File: src/hdl/link_phy_pkg.sv
package link_phy_pkg;

  // ==========================================================
  // Register offsets
  localparam logic [11:0] OFS_PRIMARY_TIMEOUT = 12'h854;
  localparam logic [11:0] OFS_PERIODIC_RETRAIN = 12'h864;
  localparam logic [11:0] OFS_EPARAM_SELECT    = 12'h8a0;
  localparam logic [11:0] OFS_EPARAM_MISC      = 12'h8b4;

  // ==========================================================
  // Field positions
  localparam int BITLOCK_EXP_LSB   = 16;
  localparam int INBAND_EXP_LSB    = 8;
  localparam int PTV_RSVD_LSB      = 0;
  localparam int DUR_UNIT_BIT      = 22;
  localparam int PKT_CNT_LSB       = 14;
  localparam int INTERVAL_EXP_LSB  = 10;
  localparam int INTERVAL_BASE_LSB = 0;
  localparam int SELECTOR_LSB      = 16;
  localparam int MISC_BITS_LSB     = 21;
  localparam int EQ_OFF_BIT        = 20;
  localparam int PRE1_LSB          = 16;
  localparam int POST2_SIGN_BIT    = 12;
  localparam int POST2_LSB         = 8;
  localparam int POST1_LSB         = 0;

  // ==========================================================
  // Values after reset, and the transmit EQ parameter selector code
  localparam logic [3:0] BITLOCK_EXP_RESET = 4'h1;
  localparam logic [3:0] INBAND_EXP_RESET  = 4'h1;
  localparam logic [3:0] PTV_RSVD_RESET    = 4'h2;
  localparam logic [3:0] PRE1_RESET        = 4'h2;
  localparam logic [4:0] POST1_RESET       = 5'h10;
  localparam logic [7:0] TX_EQ_PARAM_CODE  = 8'h05;

  // ==========================================================
  // Unit interval counts
  localparam int UI_PER_TSL          = 64;
  localparam int TSL_PER_TIMEOUT     = 128;
  localparam int TSL_PER_INTERVAL    = 16;
  localparam int UI_PER_INTERVAL     = UI_PER_TSL * TSL_PER_INTERVAL;
  localparam int TIMEOUT_SHIFT       = $clog2(UI_PER_TSL * TSL_PER_TIMEOUT);
  localparam int INTERVAL_SHIFT      = $clog2(UI_PER_INTERVAL);
  localparam logic [6:0] DUR_UNIT_COARSE = 7'h40;
  localparam logic [6:0] DUR_UNIT_FINE   = 7'h10;

  // ==========================================================
  // State tracker codes
  localparam logic [4:0] CODE_RETRAINING = 5'h0e;
  localparam logic [4:0] CODE_OPERATING  = 5'h0f;

endpackage : link_phy_pkg

File: src/hdl/eparam_store.sv
`timescale 1ns/1ns
// ==========================================================
// Per-parameter storage for the misc control bits
module eparam_store #(
  parameter int WIDTH = 11,
  parameter int DEPTH = 256
) (
  input  wire logic                     clk_sys,
  input  wire logic [$clog2(DEPTH)-1:0] addr,
  input  wire logic                     write_en,
  input  wire logic [WIDTH-1:0]         write_data,
  output logic      [WIDTH-1:0]         read_data
);
  initial
  begin
    if (WIDTH < 1 || DEPTH < 2)
      $error("eparam_store: bad geometry");
  end

  logic [WIDTH-1:0] cells [DEPTH];

  // No reset on the array; read data is a registered copy
  always_ff @(posedge clk_sys)
  begin
    if (write_en)
      cells[addr] <= write_data;
    read_data <= cells[addr];
  end
endmodule : eparam_store

File: src/hdl/exp_timeout.sv
`timescale 1ns/1ns
// ==========================================================
// Exponential timeout counted in unit intervals
module exp_timeout #(
  parameter int CNT_W = 29
) (
  input  wire logic       clk_sys,
  input  wire logic       reset,
  input  wire logic       start,
  input  wire logic       ui_tick,
  input  wire logic [3:0] exponent,
  output logic            expired
);
  initial
  begin
    if (CNT_W < 16 + link_phy_pkg::TIMEOUT_SHIFT)
      $error("exp_timeout: counter too narrow");
  end

  logic [CNT_W-1:0] ticks;
  logic             running;
  logic [CNT_W-1:0] target;

  // 2^exponent x 128 training lengths, in UI
  assign target = CNT_W'(1) << (exponent + 5'(link_phy_pkg::TIMEOUT_SHIFT));

  always_ff @(posedge clk_sys)
  begin
    if (reset)
    begin
      ticks   <= '0;
      running <= 1'b0;
      expired <= 1'b0;
    end
    else if (start)
    begin
      ticks   <= '0;
      running <= 1'b1;
      expired <= 1'b0;
    end
    else if (running && ui_tick)
    begin
      if (ticks + CNT_W'(1) == target)
      begin
        running <= 1'b0;
        expired <= 1'b1;
      end
      ticks <= ticks + CNT_W'(1);
    end
  end
endmodule : exp_timeout

File: src/hdl/link_phy_timeout_retrain_eq.sv
`timescale 1ns/1ns
// ==========================================================
// Timeout, periodic retraining and equalization control
module link_phy_timeout_retrain_eq #(
  parameter int SEL_DEPTH = 256,
  parameter int MISC_W    = 11
) (
  input  wire logic        clk_sys,
  input  wire logic        reset,
  input  wire logic        cfg_write,
  input  wire logic        cfg_read,
  input  wire logic [11:0] cfg_addr,
  input  wire logic [3:0]  cfg_byte_en,
  input  wire logic [31:0] cfg_wdata,
  output logic      [31:0] cfg_rdata,
  output logic             cfg_rvalid,
  input  wire logic        ui_tick,
  input  wire logic        bitlock_enter,
  input  wire logic        inband_reset_enter,
  input  wire logic        link_in_l0,
  input  wire logic [4:0]  train_state_code,
  output logic             bitlock_timeout_expired,
  output logic             inband_init_timeout_expired,
  output logic             retraining_active_state,
  output logic      [4:0]  link_state_code,
  output logic             tx_equalizer_off,
  output logic      [3:0]  precursor1_coeff,
  output logic             postcursor2_sign,
  output logic      [3:0]  postcursor2_coeff,
  output logic      [4:0]  postcursor1_coeff,
  output logic      [MISC_W-1:0] electrical_param_misc_bits
);

  initial
  begin
    if (SEL_DEPTH != 256 || MISC_W != 11)
      $error("link_phy_timeout_retrain_eq: selector is 8 bits, misc field 11 bits");
  end
  // ==========================================================
  // Helpers
  function automatic logic [31:0] merge_bytes(input logic [31:0] old_v,
                                              input logic [31:0] new_v,
                                              input logic [3:0]  be);
    logic [31:0] res;
    res = old_v;
    for (int i = 0; i < 4; i++)
      if (be[i])
        res[i*8 +: 8] = new_v[i*8 +: 8];
    return res;
  endfunction : merge_bytes
  function automatic logic wr_hit(input logic [11:0] ofs);
    return cfg_write && cfg_addr == ofs;
  endfunction : wr_hit
  // ==========================================================
  // Register storage
  logic [3:0] bitlock_timeout_exponent;
  logic [3:0] inband_reset_init_timeout_exponent;
  logic [3:0] ptv_spare;
  logic       retrain_duration_unit_sel;
  logic [7:0] retrain_packet_count;
  logic [3:0] retrain_interval_exponent;
  logic [7:0] retrain_interval_base;
  logic [7:0] electrical_param_selector;
  logic [31:0] image_ptv;
  logic [31:0] image_prt;
  logic [31:0] image_sel;
  logic [31:0] image_misc;
  logic [31:0] new_ptv;
  logic [31:0] new_prt;
  logic [31:0] new_sel;
  logic [31:0] new_misc;
  assign image_ptv = {12'h000, bitlock_timeout_exponent, 4'h0,
                      inband_reset_init_timeout_exponent, 4'h0, ptv_spare};
  assign image_prt = {9'h000, retrain_duration_unit_sel, retrain_packet_count,
                      retrain_interval_exponent, 2'b00, retrain_interval_base};
  assign image_sel = {8'h00, electrical_param_selector, 16'h0000};
  assign image_misc = {electrical_param_misc_bits, tx_equalizer_off, precursor1_coeff,
                       3'b000, postcursor2_sign, postcursor2_coeff, 3'b000,
                       postcursor1_coeff};
  assign new_ptv  = merge_bytes(image_ptv, cfg_wdata, cfg_byte_en);
  assign new_prt  = merge_bytes(image_prt, cfg_wdata, cfg_byte_en);
  assign new_sel  = merge_bytes(image_sel, cfg_wdata, cfg_byte_en);
  assign new_misc = merge_bytes(image_misc, cfg_wdata, cfg_byte_en);
  always_ff @(posedge clk_sys)
  begin
    if (reset)
    begin
      bitlock_timeout_exponent           <= link_phy_pkg::BITLOCK_EXP_RESET;
      inband_reset_init_timeout_exponent <= link_phy_pkg::INBAND_EXP_RESET;
      ptv_spare                          <= link_phy_pkg::PTV_RSVD_RESET;
    end
    else if (wr_hit(link_phy_pkg::OFS_PRIMARY_TIMEOUT))
    begin
      bitlock_timeout_exponent <= new_ptv[link_phy_pkg::BITLOCK_EXP_LSB +: 4];
      inband_reset_init_timeout_exponent <= new_ptv[link_phy_pkg::INBAND_EXP_LSB +: 4];
      ptv_spare <= new_ptv[link_phy_pkg::PTV_RSVD_LSB +: 4];
    end
  end
  always_ff @(posedge clk_sys)
  begin
    if (reset)
    begin
      retrain_duration_unit_sel <= 1'b0;
      retrain_packet_count      <= 8'h00;
      retrain_interval_exponent <= 4'h0;
      retrain_interval_base     <= 8'h00;
    end
    else if (wr_hit(link_phy_pkg::OFS_PERIODIC_RETRAIN))
    begin
      retrain_duration_unit_sel <= new_prt[link_phy_pkg::DUR_UNIT_BIT];
      retrain_packet_count      <= new_prt[link_phy_pkg::PKT_CNT_LSB +: 8];
      retrain_interval_exponent <= new_prt[link_phy_pkg::INTERVAL_EXP_LSB +: 4];
      retrain_interval_base     <= new_prt[link_phy_pkg::INTERVAL_BASE_LSB +: 8];
    end
  end
  always_ff @(posedge clk_sys)
  begin
    if (reset)
      electrical_param_selector <= 8'h00;
    else if (wr_hit(link_phy_pkg::OFS_EPARAM_SELECT))
      electrical_param_selector <= new_sel[link_phy_pkg::SELECTOR_LSB +: 8];
  end
  // Equalizer controls belong to the transmit EQ parameter only
  logic misc_write;
  logic eq_write;
  // Open-coded: a continuous assign would miss the signals read inside a function
  assign misc_write = cfg_write && cfg_addr == link_phy_pkg::OFS_EPARAM_MISC;
  assign eq_write = misc_write &&
                    electrical_param_selector == link_phy_pkg::TX_EQ_PARAM_CODE;
  always_ff @(posedge clk_sys)
  begin
    if (reset)
    begin
      tx_equalizer_off  <= 1'b0;
      precursor1_coeff  <= link_phy_pkg::PRE1_RESET;
      postcursor2_sign  <= 1'b0;
      postcursor2_coeff <= 4'h0;
      postcursor1_coeff <= link_phy_pkg::POST1_RESET;
    end
    else if (eq_write)
    begin
      tx_equalizer_off  <= new_misc[link_phy_pkg::EQ_OFF_BIT];
      precursor1_coeff  <= new_misc[link_phy_pkg::PRE1_LSB +: 4];
      postcursor2_sign  <= new_misc[link_phy_pkg::POST2_SIGN_BIT];
      postcursor2_coeff <= new_misc[link_phy_pkg::POST2_LSB +: 4];
      postcursor1_coeff <= new_misc[link_phy_pkg::POST1_LSB +: 5];
    end
  end
  // Misc field only changes when its top byte lane is written
  eparam_store #(
    .WIDTH (MISC_W),
    .DEPTH (SEL_DEPTH)
  ) u_store (
    .clk_sys    (clk_sys),
    .addr       (electrical_param_selector),
    .write_en   (misc_write && cfg_byte_en[3]),
    .write_data (cfg_wdata[link_phy_pkg::MISC_BITS_LSB +: MISC_W]),
    .read_data  (electrical_param_misc_bits)
  );
  // ==========================================================
  // Read path: two cycles so store data reflects a fresh selector
  logic        read_pend;
  logic [11:0] read_addr;
  always_ff @(posedge clk_sys)
  begin
    if (reset)
    begin
      read_pend  <= 1'b0;
      read_addr  <= 12'h000;
      cfg_rvalid <= 1'b0;
      cfg_rdata  <= 32'h0000_0000;
    end
    else
    begin
      read_pend  <= cfg_read;
      read_addr  <= cfg_addr;
      cfg_rvalid <= read_pend;
      if (read_pend)
      begin
        unique case (read_addr)
          link_phy_pkg::OFS_PRIMARY_TIMEOUT:  cfg_rdata <= image_ptv;
          link_phy_pkg::OFS_PERIODIC_RETRAIN: cfg_rdata <= image_prt;
          link_phy_pkg::OFS_EPARAM_SELECT:    cfg_rdata <= image_sel;
          link_phy_pkg::OFS_EPARAM_MISC:      cfg_rdata <= image_misc;
          default:                            cfg_rdata <= 32'h0000_0000;
        endcase
      end
    end
  end
  // ==========================================================
  // Training timeouts
  exp_timeout #(.CNT_W (29)) u_bitlock_timer (
    .clk_sys  (clk_sys),
    .reset    (reset),
    .start    (bitlock_enter),
    .ui_tick  (ui_tick),
    .exponent (bitlock_timeout_exponent),
    .expired  (bitlock_timeout_expired)
  );
  exp_timeout #(.CNT_W (29)) u_inband_timer (
    .clk_sys  (clk_sys),
    .reset    (reset),
    .start    (inband_reset_enter),
    .ui_tick  (ui_tick),
    .exponent (inband_reset_init_timeout_exponent),
    .expired  (inband_init_timeout_expired)
  );
  // ==========================================================
  // Periodic retraining scheduler
  typedef enum {WAIT_INTERVAL, RETRAINING} retrain_state_t;
  retrain_state_t retrain_state;
  logic [33:0] ui_count;
  logic [33:0] interval_ui;
  logic [14:0] duration_ui;
  logic [6:0]  dur_unit;
  logic [7:0]  packets;
  // Interval kept in whole UI so counting is exact at any exponent
  assign interval_ui = 34'(retrain_interval_base) <<
                       (5'(link_phy_pkg::INTERVAL_SHIFT) + 5'(retrain_interval_exponent));
  assign dur_unit = retrain_duration_unit_sel ? link_phy_pkg::DUR_UNIT_FINE
                                              : link_phy_pkg::DUR_UNIT_COARSE;
  // A zero packet count still gives one unit so the episode ends
  assign packets = (retrain_packet_count == 8'h00) ? 8'h01 : retrain_packet_count;
  assign duration_ui = 15'(packets * dur_unit);
  always_ff @(posedge clk_sys)
  begin
    if (reset || !link_in_l0)
    begin
      retrain_state <= WAIT_INTERVAL;
      ui_count      <= '0;
    end
    else
    begin
      unique case (retrain_state)
        WAIT_INTERVAL:
        begin
          if (retrain_interval_base == 8'h00)
            ui_count <= '0;
          else if (ui_tick)
          begin
            if (ui_count + 34'd1 >= interval_ui)
            begin
              retrain_state <= RETRAINING;
              ui_count      <= '0;
            end
            else
              ui_count <= ui_count + 34'd1;
          end
        end
        RETRAINING:
        begin
          if (ui_tick)
          begin
            if (ui_count + 34'd1 >= 34'(duration_ui))
            begin
              retrain_state <= WAIT_INTERVAL;
              ui_count      <= '0;
            end
            else
              ui_count <= ui_count + 34'd1;
          end
        end
      endcase
    end
  end
  logic next_retraining;
  assign next_retraining = !reset && link_in_l0 && retrain_state == RETRAINING;
  always_ff @(posedge clk_sys)
  begin
    if (reset)
    begin
      retraining_active_state <= 1'b0;
      link_state_code         <= 5'h00;
    end
    else
    begin
      retraining_active_state <= next_retraining;
      if (!link_in_l0)
        link_state_code <= train_state_code;
      else if (retrain_state == RETRAINING)
        link_state_code <= link_phy_pkg::CODE_RETRAINING;
      else
        link_state_code <= link_phy_pkg::CODE_OPERATING;
    end
  end
endmodule : link_phy_timeout_retrain_eq

File: config.mk
export PLATFORM = sky130hd
export DESIGN_NAME = link_phy_timeout_retrain_eq
export DESIGN_NICKNAME = d
export VERILOG_FILES = /design/src/hdl/link_phy_pkg.sv /design/src/hdl/eparam_store.sv /design/src/hdl/exp_timeout.sv /design/src/hdl/link_phy_timeout_retrain_eq.sv
export SDC_FILE = /design/constraint.sdc
export NUM_CORES = 2
export LEC_CHECK = 0
export ABC_AREA = 1
export ABC_CLOCK_PERIOD_IN_PS = 5890
export BUFFER_PORTS_ARGS = -buffer_cell sky130_fd_sc_hd__buf_2
export CAP_MARGIN = 20
export CORE_MARGIN = 8
export CORE_UTILIZATION = 40
export CTS_CLUSTER_DIAMETER = 200
export DETAILED_ROUTE_END_ITERATION = 8
export PLACE_DENSITY = 0.6
export SLEW_MARGIN = 40
export SYNTH_ARGS = -nofsm -noshare
export SYNTH_HDL_FRONTEND = slang
export SYNTH_SLANG_ARGS = --single-unit
File: constraint.sdc
create_clock -name clk_sys -period 5.89 [get_ports clk_sys]
set_clock_uncertainty 0.2 [all_clocks]
set_input_delay 1.178 -clock clk_sys [delete_from_list [all_inputs] [get_ports clk_sys]]
set_output_delay 1.178 -clock clk_sys [all_outputs]
set_load 0.02 [all_outputs]
==> results.json <==
{
  "status": "complete, no violations",
  "start_util": 0.402,
  "critPathCaptureType": "register",
  "power.total_mw": 43.5,
  "fin_nets": 9402,
  "period_needed_ns": 4.46,
  "syn_inst": 8924,
  "fmax_mhz": 224,
  "crit_path_end": "ui_count[4]",
  "postCtsSetupBuffers": 0,
  "fill_cells": 26300,
  "cts_sinks": 3032,
  "arrival_ns": 5.05,
  "slew_viol_final": 0,
  "ctsLongestPathBuffers": 4,
  "regToRegStartpoint": "retrain_interval_exponent[1]",
  "wirelength_um": 359000,
  "dr.pass1.iters": 6,
  "r2r_end": "ui_count[4]",
  "path_clk_slew_ns": 0.06,
  "fp.dieW_um": 565,
  "clk_latency_ns": 0.89,
  "fin_hold_ws_ns": 0.262,
  "yosysUniqueCellTypes": 61,
  "syn_to_final_growth_pct": 14.5,
  "netlist_area_um2": 120000,
  "setup.worst_path.start_class": "register",
  "ant_nets": 0,
  "tritoncts": "built",
  "finalSetupViolCount": 0,
  "viasPerCell": 5.79,
  "drt_iter0_markers": 9551,
  "regToRegSetupSlack_ns": 1.43,
  "crit_fanout": 18,
  "fin_setup_tns_ns": 0,
  "drive_gt1_frac": 0.124,
  "leakage_nw": 46.5,
  "maxCapViolations": 0,
  "critical_path_class": "register to register",
  "grt_pass1_wl_um": 517000,
  "die_h_um": 565,
  "async_flop_share": 0,
  "powerDensity_nw_per_um2": 316,
  "critical_path.startpoint": "retrain_interval_exponent[1]",
  "first_global_vias": 75400,
  "drc": 0,
  "synth_edf_count": 2816,
  "yosysSeqAreaShare": 0.738,
  "die_area_um2": 319000,
  "gp_congestion": 0.894,
  "routedWlPerCell_um": 26.7,
  "io_buffers": 127,
  "ys_ff_latch": 3032,
  "worstPathRequired_ns": 6.48,
  "syn_area_per_cell_um2": 13.5,
  "cts.repair.resized": 0,
  "ios": 128,
  "gr-usage-all-layers": 0.217,
  "grt_start_max_net_pins": 141,
  "grt_setup_unrepaired": "false",
  "coreArea_um2": 300000,
  "ff2ff_path_depth": 19,
  "grt.overflow.total": 0,
  "worst_slew_pin_slew_ns": 0.971,
  "post-route-period-util": 0.757,
  "numCtsBuffers": 312,
  "holdBufCountCts": 0,
  "slew_headroom": 0.353,
  "yosys_most_used_dff": "edfxtp_1",
  "dpl.hpwl_um": 224000,
  "antenna_found_initial": 19,
  "layout_setup_ws_ns": 1.43,
  "cts-root-buf": "clkbuf_16",
  "htree_levels": 5,
  "hp-class": "register to register",
  "yosysWarningCount": 0,
  "row_count": 201,
  "preCtsSetupSlack_ns": 0.916,
  "ir_worst_vdd_uv": 239,
  "vias": 78100,
  "hold_viol_final": 0
}
-- layout by cell type, fill, tap and decap left out, types with 14 or more instances in the layout --
cell / n
nand3b_1: 29
nand4_1: 65
o31ai_1: 32
clkinv_1: 57
nand3_1: 201
nor2_2: 91
buf_4: 334
buf_12: 41
o21ai_0: 210
nand2_1: 1296
bufinv_16: 25
inv_1: 372
a22oi_1: 1406
nor2_1: 594
a21o_1: 68
a21boi_0: 23
o21bai_1: 16
ha_1: 75
edfxtp_1: 2816
xor2_1: 19
nor3_1: 83
o211ai_1: 38
clkbuf_16: 317
a21oi_1: 531
clkinv_2: 55
or2_2: 71
inv_6: 14
clkbuf_1: 71
buf_2: 116
dfxtp_1: 216
-- metrics by stage --
stage	area, um^2	util	instances
4_1_cts	138000	0.459	13500
3_3_place_gp	127000	0.425	12900
3_5_place_dp	128000	0.426	12900
6_report	138000	0.460	13500
2_1_floorplan	120000	-	8927
5_1_grt	138000	0.460	13500
-- cells in the mapped netlist, types with 9 or more instances --
library cell,count,area (um^2)
o21bai_1,16,120
xor2_1,19,166
nor2_1,678,2540
nor3_1,85,425
a21o_1,68,510
a21oi_1,531,2660
or2_2,71,444
nand4_1,65,407
ha_1,75,938
nand3b_1,29,218
clkbuf_1,179,672
a21boi_0,23,173
edfxtp_1,2816,84600
nor4_1,9,56.3
clkinv_1,10,37.5
dfxtp_1,216,4320
o21ai_0,214,1070
o31ai_1,36,270
nand3_1,201,1010
o22ai_1,10,62.6
buf_1,59,221
o221ai_1,10,87.6
buf_2,246,1230
a22oi_1,1406,10600
nor2_2,14,87.6
inv_1,380,1430
nand2_1,1308,4910
o211ai_1,38,285
a211oi_1,12,90.1
-- state kept, by name, indices dropped and copies added, names as in the netlist, 5 cells and up --
register / cells
u_inband_timer.ticks: 29
u_bitlock_timer.ticks: 29
cfg_rdata: 32
retrain_packet_count: 8
electrical_param_selector: 8
link_state_code: 5
ui_count: 34
postcursor1_coeff: 5
u_store.read_data: 11
retrain_interval_base: 8
u_store.cells: 2816
read_addr: 12
-- per-layer routing --
metal,vias up,track usage,share of wire
met5,-,0,0.00017
met4,8,0.0730,0.038
met3,657,0.0366,0.087
met2,3830,0.348,0.46
met1,39200,0.300,0.41
li1,34400,-,-
-- worst min-delay path by stage --
stage               cells after the start          start            end  slack (ns)
global placement                        2   ptv_spare[2]   ptv_spare[2]        0.24
detailed placement                      2   ptv_spare[2]   ptv_spare[2]        0.25
CTS                                     2   cfg_rdata[5]   cfg_rdata[5]        0.26
global route                            2   cfg_rdata[5]   cfg_rdata[5]        0.28
finish                                  2  cfg_rdata[24]  cfg_rdata[24]        0.26
floorplan                               2   ptv_spare[3]   ptv_spare[3]        0.23
-- layout make-up --
class	instances	area, um^2	area share
antenna	6	15.0	0.000109
clock buffer	395	8300	0.0602
clock inverter	162	1580	0.0115
inverter	395	1500	0.0109
multi-input combinational	5008	28200	0.205
sequential	3032	88900	0.645
tap	3958	4950	0.0359
timing repair buffer	515	4400	0.0319
-- where the power goes --
part	switching (mW)	total [mW]	internal (mW)
combinational	0.528	0.631	0.103
clock	8.25	19.4	11.1
sequential	0.0177	23.5	23.5
total	8.80	43.5	34.7
-- critical path, stage by stage (launching register included) --
cell	delay (ns)
dfxtp_1	0.38
ha_1	0.63
clkinv_1	0.34
or2_2	0.38
o21ai_0	0.31
nand2_1	0.11
ha_1	0.33
nand2_1	0.06
inv_1	0.03
o21ai_0	0.13
nand2_1	0.08
a21o_1	0.17
nor2_1	0.15
nand4_1	0.13
buf_4	0.20
inv_1	0.40
nand3_1	0.14
nand3_1	0.11
nand2_1	0.08
inv_1	0.06
-- cell families (layout without fill, tap and decap cells) --
group,count (synthesis),count (layout),share of synthesized area
other,1,10,0.0000311
xor gates and xnor gates,25,25,0.00200
DFF,3032,3032,0.738
muxes,4,4,0.000333
and+or+nand+nor,2501,2501,0.0867
buffers and inverters,887,1467,0.0305
adders and majority gates,77,77,0.00813
AOI/OAI and AO/OA,2397,2397,0.134
Note: power is estimated with default switching activity, not from simulation.
